`src/ccs_pkg.sv`:
```
// constants, field layout and carrier types of the comparator register bank
// assumes one 50 MHz clock, synchronous reset and an AHB-Lite master
// Functional notes
// select comparator three negative input source
// invert bit flips comparator output
// pin enable connects output to pin
// route bit feeds output to capture
// capture edge follows timer edge select
// route clear disconnects capture path fully
// timer capture interrupt also needs mask
// hysteresis code select, code four reserved
// output event sets comparator event flag
// vector ack clears flag when enabled
// writing one clears flag, zero keeps
// event flags exported as conversion triggers
// status bits show live comparator outputs
// input disable gates pin input zero
// software disables unused analog pin inputs
// sensitivity: toggle, falling, rising, one reserved
// interrupt enable gates flag request
// reserved bits zero, registers reset zero
package ccs_pkg;
	// register byte offsets
	localparam logic [7:0] CCS_CTRL_OFS = 8'h00;
	localparam logic [7:0] CCS_ECON_OFS = 8'h0c;
	localparam logic [7:0] CCS_STAT_OFS = 8'h18;
	localparam logic [7:0] CCS_MASK_OFS = 8'h1c;
	localparam logic [7:0] CCS_DIS_LO_OFS = 8'h20;
	localparam logic [7:0] CCS_DIS_HI_OFS = 8'h24;
	localparam logic [7:0] CCS_REG_STEP = 8'h04;
	// field positions
	localparam int CCS_NEG_LSB = 0;
	localparam int CCS_SENS_LSB = 4;
	localparam int CCS_HYST_LSB = 0;
	localparam int CCS_ROUTE_BIT = 3;
	localparam int CCS_PIN_EN_BIT = 4;
	localparam int CCS_INV_BIT = 5;
	localparam int CCS_FLAG_LSB = 5;
	localparam int CCS_LIVE_LSB = 1;
	// writable bits and reset values
	localparam logic [7:0] CCS_CTRL_MASK = 8'h37;
	localparam logic [7:0] CCS_ECON_MASK = 8'h3f;
	localparam logic [7:0] CCS_REG_RST = 8'h00;
	// sensitivity codes
	localparam logic [1:0] CCS_SENS_TOGGLE = 2'h0;
	localparam logic [1:0] CCS_SENS_RSVD = 2'h1;
	localparam logic [1:0] CCS_SENS_FALL = 2'h2;
	localparam logic [1:0] CCS_SENS_RISE = 2'h3;
	// hysteresis codes: 1..3 at 10 mV, 5..7 at 25 mV
	localparam logic [2:0] CCS_HYST_NONE = 3'h0;
	localparam logic [2:0] CCS_HYST_RSVD = 3'h4;
	// negative input codes: 0..3 vref fractions 6.40 down to 1.60
	localparam logic [2:0] CCS_NEG_VREF_640 = 3'h0;
	localparam logic [2:0] CCS_NEG_BANDGAP = 3'h4;
	localparam logic [2:0] CCS_NEG_DAC = 3'h5;
	localparam logic [2:0] CCS_NEG_OWN_PIN = 3'h6;
	localparam logic [2:0] CCS_NEG_SHARED_PIN = 3'h7;
	// ahb transfer type bit that marks an active transfer
	localparam int CCS_HTRANS_ACT_BIT = 1;

	// per-comparator settings handed to a channel
	typedef struct packed {
		logic invert;
		logic pin_en;
		logic route;
		logic [1:0] sens;
		logic [2:0] hyst;
	} ccs_chan_cfg_t;
endpackage
```
`src/ccs_chan.sv`:
```
// one comparator channel: output conditioning, event detect, sticky flag
// assumes the analog result is synchronous to clk
`timescale 1ns/100ps
module ccs_chan
	import ccs_pkg::*;
(
	input wire logic clk, // system clock
	input wire logic srst, // sync reset, high
	input wire logic raw_out, // analog core result
	input wire ccs_chan_cfg_t cfg, // channel settings
	input wire logic irq_en, // interrupt enable
	input wire logic vec_ack, // interrupt vector executed
	input wire logic flag_wr1, // software writes one
	output logic cond_out, // conditioned output
	output logic flag // sticky event flag
);
	logic prev_out;
	logic evt;

	// invert and register the comparator result
	always_ff @(posedge clk) begin
		if (srst) begin
			cond_out <= 1'b0;
			prev_out <= 1'b0;
		end else begin
			cond_out <= raw_out ^ cfg.invert;
			prev_out <= cond_out;
		end
	end

	// event by sensitivity code, reserved code never fires
	always_comb begin
		case (cfg.sens)
			CCS_SENS_TOGGLE: evt = cond_out ^ prev_out;
			CCS_SENS_FALL: evt = prev_out & ~cond_out;
			CCS_SENS_RISE: evt = cond_out & ~prev_out;
			default: evt = 1'b0;
		endcase
	end

	// set wins over both clears
	always_ff @(posedge clk) begin
		if (srst) begin
			flag <= 1'b0;
		end else if (evt) begin
			flag <= 1'b1;
		end else if (flag_wr1 || (vec_ack && irq_en)) begin
			flag <= 1'b0;
		end
	end
endmodule

```
`src/ccs_comparator_regs.sv`:
```
// comparator control and status register bank with an ahb-lite slave
// assumes single word transfers and synchronous comparator results
`timescale 1ns/100ps
module ccs_comparator_regs
	import ccs_pkg::*;
#(
	parameter int NUM_CMP = 3, // comparators served
	parameter int NUM_PINS = 16 // analog pins with input disable
) (
	input wire logic clk, // system clock
	input wire logic srst, // sync reset, high
	input wire logic hsel, // slave select
	input wire logic [31:0] haddr, // byte address
	input wire logic [1:0] htrans, // transfer type
	input wire logic hwrite, // write transfer
	input wire logic [2:0] hsize, // transfer size
	input wire logic [31:0] hwdata, // write data
	input wire logic hready, // bus ready
	output logic hreadyout, // slave ready
	output logic [31:0] hrdata, // read data
	output logic hresp, // always okay
	input wire logic [NUM_CMP-1:0] cmp_raw, // analog results
	input wire logic [NUM_CMP-1:0] irq_ack, // vector executed
	input wire logic timer_capture_edge_select, // 1 rising
	input wire logic timer_capture_irq_mask, // capture irq on
	input wire logic [NUM_PINS-1:0] pin_raw, // pin input buffers
	output logic [NUM_CMP-1:0][2:0] cmp_neg_select, // neg mux
	output logic [NUM_CMP-1:0][2:0] cmp_hysteresis, // hysteresis
	output logic [NUM_CMP-1:0] cmp_pin_out, // output pin data
	output logic [NUM_CMP-1:0] cmp_pin_oe, // output pin drive
	output logic [NUM_CMP-1:0] cmp_live_output, // conditioned
	output logic [NUM_CMP-1:0] cmp_event_flag, // conv triggers
	output logic [NUM_CMP-1:0] cmp_irq_req, // per-cmp request
	output logic cap_input, // to timer capture front end
	output logic cap_event, // selected capture edge
	output logic cap_irq_req, // capture interrupt request
	output logic [NUM_PINS-1:0] pin_in_disable, // buffer off
	output logic [NUM_PINS-1:0] pin_in_gated, // port input bits
	output logic irq // combined interrupt
);
	if (NUM_CMP < 1 || NUM_CMP > 3) begin : g_chk_cmp
		$error("NUM_CMP must be 1 to 3");
	end
	if (NUM_PINS < 1 || NUM_PINS > 16) begin : g_chk_pins
		$error("NUM_PINS must be 1 to 16");
	end

	logic [7:0] ctrl [NUM_CMP];
	logic [7:0] econ [NUM_CMP];
	logic [NUM_CMP-1:0] irq_mask;
	logic [7:0] dis_lo;
	logic [7:0] dis_hi;
	logic [NUM_CMP-1:0] cond;
	logic [NUM_CMP-1:0] flags;
	logic [NUM_CMP-1:0] route;
	logic a_valid;
	logic a_write;
	logic [7:0] a_ofs;
	logic wr;
	logic [7:0] wdata;
	logic [7:0] next_rdata;
	logic cap_prev;
	logic next_cap;
	logic [15:0] dis_all;

	// channel index of an offset inside a block of per-channel registers
	function automatic int chan_of(input logic [7:0] ofs,
		input logic [7:0] base);
		int idx;
		idx = -1;
		for (int i = 0; i < NUM_CMP; i++) begin
			if (ofs == base + 8'(i * 4)) begin
				idx = i;
			end
		end
		return idx;
	endfunction

	// address phase capture; hsize is not checked, word access assumed
	always_ff @(posedge clk) begin
		if (srst) begin
			a_valid <= 1'b0;
			a_write <= 1'b0;
			a_ofs <= CCS_REG_RST;
		end else if (hready) begin
			a_valid <= hsel && htrans[CCS_HTRANS_ACT_BIT];
			a_write <= hwrite;
			a_ofs <= haddr[7:0];
		end
	end

	assign wr = a_valid && a_write;
	assign wdata = hwdata[7:0];
	assign hreadyout = 1'b1;
	assign hresp = 1'b0;

	// per-comparator control: sensitivity and negative input select
	always_ff @(posedge clk) begin
		for (int i = 0; i < NUM_CMP; i++) begin
			if (srst) begin
				ctrl[i] <= CCS_REG_RST;
			end else if (wr && chan_of(a_ofs, CCS_CTRL_OFS) == i) begin
				ctrl[i] <= wdata & CCS_CTRL_MASK;
			end
		end
	end

	// extended control; a reserved hysteresis code keeps the old one
	always_ff @(posedge clk) begin
		for (int i = 0; i < NUM_CMP; i++) begin
			if (srst) begin
				econ[i] <= CCS_REG_RST;
			end else if (wr && chan_of(a_ofs, CCS_ECON_OFS) == i) begin
				econ[i][7:3] <= wdata[7:3] & CCS_ECON_MASK[7:3];
				if (wdata[2:0] != CCS_HYST_RSVD) begin
					econ[i][2:0] <= wdata[2:0];
				end
			end
		end
	end

	// interrupt enables, laid out like the status flags
	always_ff @(posedge clk) begin
		if (srst) begin
			irq_mask <= '0;
		end else if (wr && a_ofs == CCS_MASK_OFS) begin
			irq_mask <= wdata[CCS_FLAG_LSB +: NUM_CMP];
		end
	end

	// digital input disable registers
	always_ff @(posedge clk) begin
		if (srst) begin
			dis_lo <= CCS_REG_RST;
			dis_hi <= CCS_REG_RST;
		end else if (wr && a_ofs == CCS_DIS_LO_OFS) begin
			dis_lo <= wdata;
		end else if (wr && a_ofs == CCS_DIS_HI_OFS) begin
			dis_hi <= wdata;
		end
	end

	// one channel per comparator
	for (genvar g = 0; g < NUM_CMP; g++) begin : g_chan
		ccs_chan_cfg_t cfg;
		logic wr1;
		assign cfg.invert = econ[g][CCS_INV_BIT];
		assign cfg.pin_en = econ[g][CCS_PIN_EN_BIT];
		assign cfg.route = econ[g][CCS_ROUTE_BIT];
		assign cfg.sens = ctrl[g][CCS_SENS_LSB +: 2];
		assign cfg.hyst = econ[g][CCS_HYST_LSB +: 3];
		assign wr1 = wr && a_ofs == CCS_STAT_OFS
			&& wdata[CCS_FLAG_LSB + g];
		ccs_chan u_chan (
			.clk(clk),
			.srst(srst),
			.raw_out(cmp_raw[g]),
			.cfg(cfg),
			.irq_en(irq_mask[g]),
			.vec_ack(irq_ack[g]),
			.flag_wr1(wr1),
			.cond_out(cond[g]),
			.flag(flags[g])
		);
		assign route[g] = cfg.route;
		assign cmp_neg_select[g] = ctrl[g][CCS_NEG_LSB +: 3];
		assign cmp_hysteresis[g] = cfg.hyst;
		assign cmp_pin_oe[g] = cfg.pin_en;
		assign cmp_pin_out[g] = cfg.pin_en & cond[g];
	end

	// live outputs, triggers and interrupt requests
	assign cmp_live_output = cond;
	assign cmp_event_flag = flags;
	assign cmp_irq_req = flags & irq_mask;
	assign irq = |(flags & irq_mask);

	// capture routing: only routed comparators reach the timer
	assign next_cap = |(route & cond);

	// capture level and edge toward the timer
	always_ff @(posedge clk) begin
		if (srst) begin
			cap_input <= 1'b0;
			cap_prev <= 1'b0;
		end else begin
			cap_input <= next_cap;
			cap_prev <= cap_input;
		end
	end

	// edge chosen by the timer edge select
	always_comb begin
		if (!(|route)) begin
			cap_event = 1'b0;
		end else if (timer_capture_edge_select) begin
			cap_event = cap_input & ~cap_prev;
		end else begin
			cap_event = cap_prev & ~cap_input;
		end
	end
	assign cap_irq_req = cap_event & timer_capture_irq_mask;

	// input disable gates pin inputs to zero
	assign dis_all = {dis_hi, dis_lo};
	assign pin_in_disable = dis_all[NUM_PINS-1:0];
	assign pin_in_gated = pin_raw & ~pin_in_disable;

	// read mux in the address phase, unmapped reads zero
	always_comb begin
		int ci;
		int ei;
		ci = chan_of(haddr[7:0], CCS_CTRL_OFS);
		ei = chan_of(haddr[7:0], CCS_ECON_OFS);
		next_rdata = CCS_REG_RST;
		if (ci >= 0) begin
			next_rdata = ctrl[ci];
		end else if (ei >= 0) begin
			next_rdata = econ[ei];
		end else begin
			case (haddr[7:0])
				CCS_STAT_OFS: begin
					next_rdata[CCS_FLAG_LSB +: NUM_CMP] = flags;
					next_rdata[CCS_LIVE_LSB +: NUM_CMP] = cond;
				end
				CCS_MASK_OFS: next_rdata[CCS_FLAG_LSB +: NUM_CMP] = irq_mask;
				CCS_DIS_LO_OFS: next_rdata = dis_lo;
				CCS_DIS_HI_OFS: next_rdata = dis_hi;
				default: next_rdata = CCS_REG_RST;
			endcase
		end
	end

	// read data registered for the data phase
	always_ff @(posedge clk) begin
		if (srst) begin
			hrdata <= 32'h0000_0000;
		end else if (hready && hsel && htrans[CCS_HTRANS_ACT_BIT]
			&& !hwrite) begin
			hrdata <= {24'h00_0000, next_rdata};
		end
	end

	// per-comparator checks of pin, routing, requests and reserved bits
	for (genvar g = 0; g < NUM_CMP; g++) begin : g_chk_chan

	end
endmodule

```
`config.mk`:
```
export PLATFORM = sky130hd
export DESIGN_NAME = ccs_comparator_regs
export DESIGN_NICKNAME = d
export VERILOG_FILES = /design/src/ccs_pkg.sv /design/src/ccs_chan.sv /design/src/ccs_comparator_regs.sv
export SDC_FILE = /design/constraint.sdc
export NUM_CORES = 1
export LEC_CHECK = 0
export BUFFER_PORTS_ARGS = -buffer_cell sky130_fd_sc_hd__buf_2
export CELL_PAD_IN_SITES_DETAIL_PLACEMENT = 0
export CELL_PAD_IN_SITES_GLOBAL_PLACEMENT = 1
export CORE_ASPECT_RATIO = 0.7
export CORE_MARGIN = 5
export CORE_UTILIZATION = 39
export CTS_BUF_LIST = sky130_fd_sc_hd__clkbuf_4 sky130_fd_sc_hd__clkbuf_8
export CTS_CLUSTER_DIAMETER = 80
export DETAILED_ROUTE_END_ITERATION = 7
export HOLD_SLACK_MARGIN = 0.15
export MAX_ROUTING_LAYER = met4
export PLACE_DENSITY_LB_ADDON = 0.1
export RECOVER_POWER = 50
export SLEW_MARGIN = 20
export SYNTH_ARGS = -nofsm -noshare
export SYNTH_HDL_FRONTEND = slang
export SYNTH_SLANG_ARGS = --single-unit
```
`constraint.sdc`:
```
create_clock -name clk -period 3.5 [get_ports clk]
set_input_delay 0.175 -clock clk [delete_from_list [all_inputs] [get_ports clk]]
set_output_delay 0.175 -clock clk [all_outputs]
set_load 0.1 [all_outputs]
```
# Yosys cells after proc, flatten, opt, wreduce, memory -nomap -nowiden
# Memory sizes are Yosys's and may differ from the RTL's.
# Cells that the tools add are included.
# word_totals
memories	2
inputBits	98
romBits	0
latchBits	0
reg_bits	48
output_inout_bits	103
ramBits	33
# op_classes
n_div	0
n_addsub	0
shift	0
n_lt_le_gt_ge	2
n_reduce_logical	39
n_mul	0
mux	70
bitwise	40
n_eq_ne	29
# memory_table
name	depth	word_bits	rd	rd_ports_with_merged_regs	write_ports	line	text
econ	3	6	4	0	3	ccs_comparator_regs.sv:49	logic [7:0] econ [NUM_CMP];
ctrl	3	5	4	0	3	ccs_comparator_regs.sv:48	logic [7:0] ctrl [NUM_CMP];
# op_table
operator	n
$mux W32	14
$eq A32 B2 Y1 const B	2
$eq A32 B3 Y1 const B	2
$eq A8 B5 Y1 const B	8
$ge A32 B1 Y1 const B	2
$logic_not A32 Y1	2
$mux W1	38
$eq A8 B4 Y1 const B	4
$eq A8 B6 Y1 const B	4
$logic_and A1 B1 Y1	21
$mux W3	6
$and A16 B16 Y16	1
$eq A8 B3 Y1 const B	2
$logic_not A8 Y1	2
$mux W8	2
$not A16 Y16	1
$mux W5	3
$and A1 B1 Y1	12
$eq A2 B2 Y1 const B	6
$pmux W3 S4	1
$not A1 Y1	9
$or A1 B1 Y1	9
$pmux W1 S3	3
$pmux W3 S3	1
other kinds (10)	25

# Logic depth before layout (Yosys ltp)
# logic_depth
word_depth	11
ltp_mapped	7
mapped_depth_nobuf	7

# Modules after synthesis
# From an unflattened synthesis, not the netlist that was laid out.
# hier_totals
hier_cells	476
hier_area_um2	4474.3
# modules_own_cells
module	n_inst	cells_per_inst	area_per_inst_um2
ccs_comparator_regs	1	428	4035.1
ccs_chan	3	16	146.4

# Least setup slack after synthesis
# OpenSTA, ideal clock, no wires.
# synth_path
path_type	register -> output
start	register cap_input
end	output cap_irq_req
slack_ns	-0.352
arrival_ns	3.677
stages_incl_launch_ff	4
path_cell_list	dfxtp_1 or3b_2 a21oi_1 and2_1
# synth_via
elab_chain_cells	5
elab_cells_between_ends	6
cone_classes	mux: 2; bitwise: 4
# synth_lines
element	line	text
start: declaration	ccs_comparator_regs.sv:34	output logic cap_input,
start signal: assignment	ccs_comparator_regs.sv:187	cap_input <= next_cap;
$not A1 Y1	ccs_comparator_regs.sv:199	cap_event = cap_prev & ~cap_input;
$and A1 B1 Y1	ccs_comparator_regs.sv:199	
$mux W1 (*)	ccs_comparator_regs.sv:196	end else if (timer_capture_edge_select) begin
$mux W1 (*)	ccs_comparator_regs.sv:194	if (!(|route)) begin
via cap_event	ccs_comparator_regs.sv:35	output logic cap_event,
$and A1 B1 Y1 (*)	ccs_comparator_regs.sv:202	assign cap_irq_req = cap_event & timer_capture_irq_mask;
end: declaration	ccs_comparator_regs.sv:36	output logic cap_irq_req,
# The timed path passes the listed nets; every way through them passes the cells marked *.

==> impl_results.md <==
- Run status: complete, but fails checks
- Violations in the final reports: capacitance limit, slew limit
- Internal cell power: 1350 uW
- TritonCTS buffer count: 9
- PnR Total Power: between 2000 and 2500 uW
- Height of the die: between 100 and 150 um
- Clock sinks: ~80
- Sequential group share of total power: a little under half
- Top_reg_cell synth: dfxtp_1
- Power dissipated by switching net loads: 827 uW
- Average cell area after synthesis: 9.44 um^2
- Area growth, synth to finish: 13.0%
- Hold violation total from the final report: 0
- Unrepaired setup endpoints after global routing: no
- Switching share of power: 38.1%
- Final critical-path share of the clock period: between 60% and 70%
- Number of endpoints failing setup at the final stage: 0
- Share of synthesized registers carrying an async set or reset: 0%
- Post-synthesis cell type count: 60
- Fraction of final layout cells with drive strength greater than 1: 13.9%
- Gate count after technology mapping: 488
- Combinational share of power: 25.0%
- Initial drt markers: 328
- Vias per Instance: 5.15
- Worst endpoint data arrival time: 2.55 ns
- Number of synthesis warnings: 0
- Global-route wire length before repair: 21.2 mm
- Clock skew: roughly 0.010 ns
- Dominant delay contributor by cell family on the critical path: buffers and inverters
- Die Width: 140 um
- Logic depth of the worst path, buffers included: 3
- Minimum clock period: around 2.4 ns
- Clock network power share: 27.1%
- Clock root buffer master: clkbuf_8
- TritonCTS clock tree: done
- Worst path cell trace: clkbuf_1, nor3b_1, and2_1
- Critical path's slowest cell: clkbuf_1
- End-of-flow core utilization: 44.7%
- Total via count in the routed design: 3,842
- Number of setup buffers added after CTS: 0
- Top-level I/O count: around 200
- Worst Setup Path Type: primary input to flop
- Syn Std Cell Area: 0.00460 mm^2
- Detail-routed net length per standard cell: 19.0 um
- NumNets Final: 688
- Maximum number of pins on one net before global-route repair: 47
- Longest individual stage delay on the worst path: 1.54 ns
- Worst Tran Pin Value: 2.21 ns
- Cell count of the worst hold path: 3
- Placeable core area: 0.0116 mm^2
- Static leakage: approximately 0.0021 uW
- Maximum operating frequency: 411 MHz
- Longest Clk Path Bufs: 2
- Total congestion overflow after global routing: 0
- Share of the yosys chip area belonging to registers: 42.4%
- Final weighted congestion in routability-driven placement: 0.942
- Area of the die: about 0.014 mm^2
- Detailed-placement wirelength estimate: about 11 mm
- Skew-Pair Late Insertion Delay: between 0.3 and 0.4 ns
- Number of levels the H-tree was split into: 3
- Final Cell Area: approximately 0.0052 mm^2
- Total Routed Length: ~14 mm
- Number of register bits inferred by synthesis: 81
- Antenna-violating nets left: 0
- Initial DRT Pass Iterations: 5
- Vias in the first global route: 3,618
- Antenna violations before repair: 0
- GR Util All Layers: 20.4%
- Most frequent cells in the layout: 74 x clkbuf_1, 56 x nor2_1, 49 x buf_2
- Power per Cell Area: between 400 and 500 mW/mm^2
- PnR worst setup slack: 1.06 ns
- Kind of launch point of the worst setup path: primary input
- Total negative slack: 0 ns
- Number of antenna repair diodes: 0
- Port Buffers: 122
- Starting utilization of the core area: 39.5%
- Worst setup slack before clock tree synthesis: around 1.2 ns
- Max Slew Vio Count: 47
- DRC violations left: 0
- CP bufs+invs: 1
- MaxCap Viol Count: 1
- Clock-pin slew reported for the worst setup and hold paths after clock tree synthesis: about 0.080 ns
- # fillers: 1,221
- Count of flip-flops with a built-in enable after synthesis: 33
- Placed cell areas: 0.00501 mm^2
- Required arrival time at the worst endpoint: 3.61 ns
- Most frequent standard cell in the layout excluding fill and tap cells: clkbuf_1
- Depth of the most critical reg-to-reg path: 4
- VDD IR max: 0.224 mV
- Std-Cell Rows: 33
- Class of the most critical hold timing path: primary input to flop
- Worst slew margin: -47.3%
- Largest driver fanout on the critical path: 46
- Endpoint kind of the worst setup timing path: flop
[cells in the mapped netlist, types with 3 or more instances]
cell	count	area (um^2)
a21oi_1	14	70.1
o21ai_0	12	60.1
edfxtp_1	33	991
nor2_1	56	210
a21o_1	4	30.0
buf_4	56	420
dfxtp_1	48	961
a211oi_1	4	30.0
mux2i_1	33	330
a31oi_1	4	25.0
o22a_1	3	26.3
nand2b_1	4	25.0
buf_2	3	15.0
nor4b_1	3	26.3
mux2_2	7	78.8
clkbuf_1	13	48.8
a221o_1	3	30.0
and2_1	37	231
nand2_1	18	67.6
or3_1	4	25.0
and3_1	5	31.3
xnor2_1	3	26.3
nand3b_1	3	22.5
nor2b_1	20	125
nand3_1	12	60.1
nand4_1	5	31.3
nor3_1	13	65.1
inv_1	14	52.6
ha_1	6	75.1
nor4_1	3	18.8
o22ai_1	4	25.0
[state kept, by name, summed over array words and instances (netlist names), 8 cells and up]
| signal | count |
|---|---|
| a_ofs | 8 |
| ctrl | 15 |
| dis_hi | 8 |
| dis_lo | 8 |
| econ | 18 |
| hrdata | 8 |
[kinds of logic (layout without fill, tap and decap cells)]
family                   count (synthesis)  in the layout  synth area share (%)
AO/OA/AOI/OAI                           70             70                  11.0
XOR/XNOR                                 3              3                 0.571
adder cells (fa/ha/maj)                  6              6                  1.63
buffers and inverters                   91            168                  12.4
flip-flops                              81             81                  42.4
multiplexers                            40             40                  8.89
other                                    2             26                 0.163
AND/OR/NAND/NOR                        195            195                  23.0
[metal layers]
| layer | wire length [um] | part of all wire, % | global-route usage, % |
|---|---|---|---|
| met2 | 5920 | 42 | 28.4 |
| met1 | 7130 | 50 | 30.6 |
| met4 | 112 | 0.79 | 3.57 |
| met3 | 974 | 6.9 | 4.08 |
| met5 | 0 | 0 | - |
[per-stage QoR]
stage          hold slack (ns)  cells
6_report                 0.175    746
5_1_grt                  0.185    746
4_1_cts                  0.158    746
3_5_place_dp             0.422    717
3_3_place_gp             0.417    717
2_1_floorplan            0.312    512
[what timing repair did]
action / CTS / global route
gates resized for setup: 0 / 0
hold buffers: 13 / 0
endpoints found under the hold margin: 17 / 0
[power groups by stage]
| stage | registers, uW | clock network (uW) | logic [uW] |
|---|---|---|---|
| 3_5_place_dp | 1060 | 0 | 539 |
| 2_1_floorplan | 1060 | 0 | 479 |
| 6_report | 1040 | 589 | 542 |
| 4_1_cts | 1040 | 607 | 550 |
| 5_1_grt | 1050 | 648 | 567 |
| 3_3_place_gp | 1060 | 0 | 535 |
[cell type report]
class | instances | area [um^2] | share of cell area [%]
Tap cell | 157 | 196 | 3.77
Inverter | 14 | 52.6 | 1.01
Sequential cell | 81 | 1950 | 37.5
Clock buffer | 9 | 124 | 2.38
Clock inverter | 7 | 37.5 | 0.721
Multi-Input combinational cell | 340 | 2170 | 41.8
Timing Repair Buffer | 138 | 668 | 12.8
[worst reg2reg max path, delay by kind of cell (launching register included)]
kind / cells / cell delay [ns]
muxes: 1 / 0.33
DFF: 1 / 0.41
and+or+nand+nor: 3 / 1.46
[final timing paths]
path | startpoint | to | slack, ns
hold / removal | haddr[0] | a_ofs[0]$_SDFFE_PP0P_ | 0.18
hold reg to reg | a_valid$_SDFFE_PP0P_ | a_valid$_SDFFE_PP0P_ | 0.49
setup reg to reg | a_ofs[2]$_SDFFE_PP0P_ | dis_lo[2]$_SDFFE_PP0P_ | 1.10
setup / recovery | srst | econ[0][3]$_SDFFCE_PN0P_ | 1.06
Note: power is estimated with default switching activity, not from simulation.
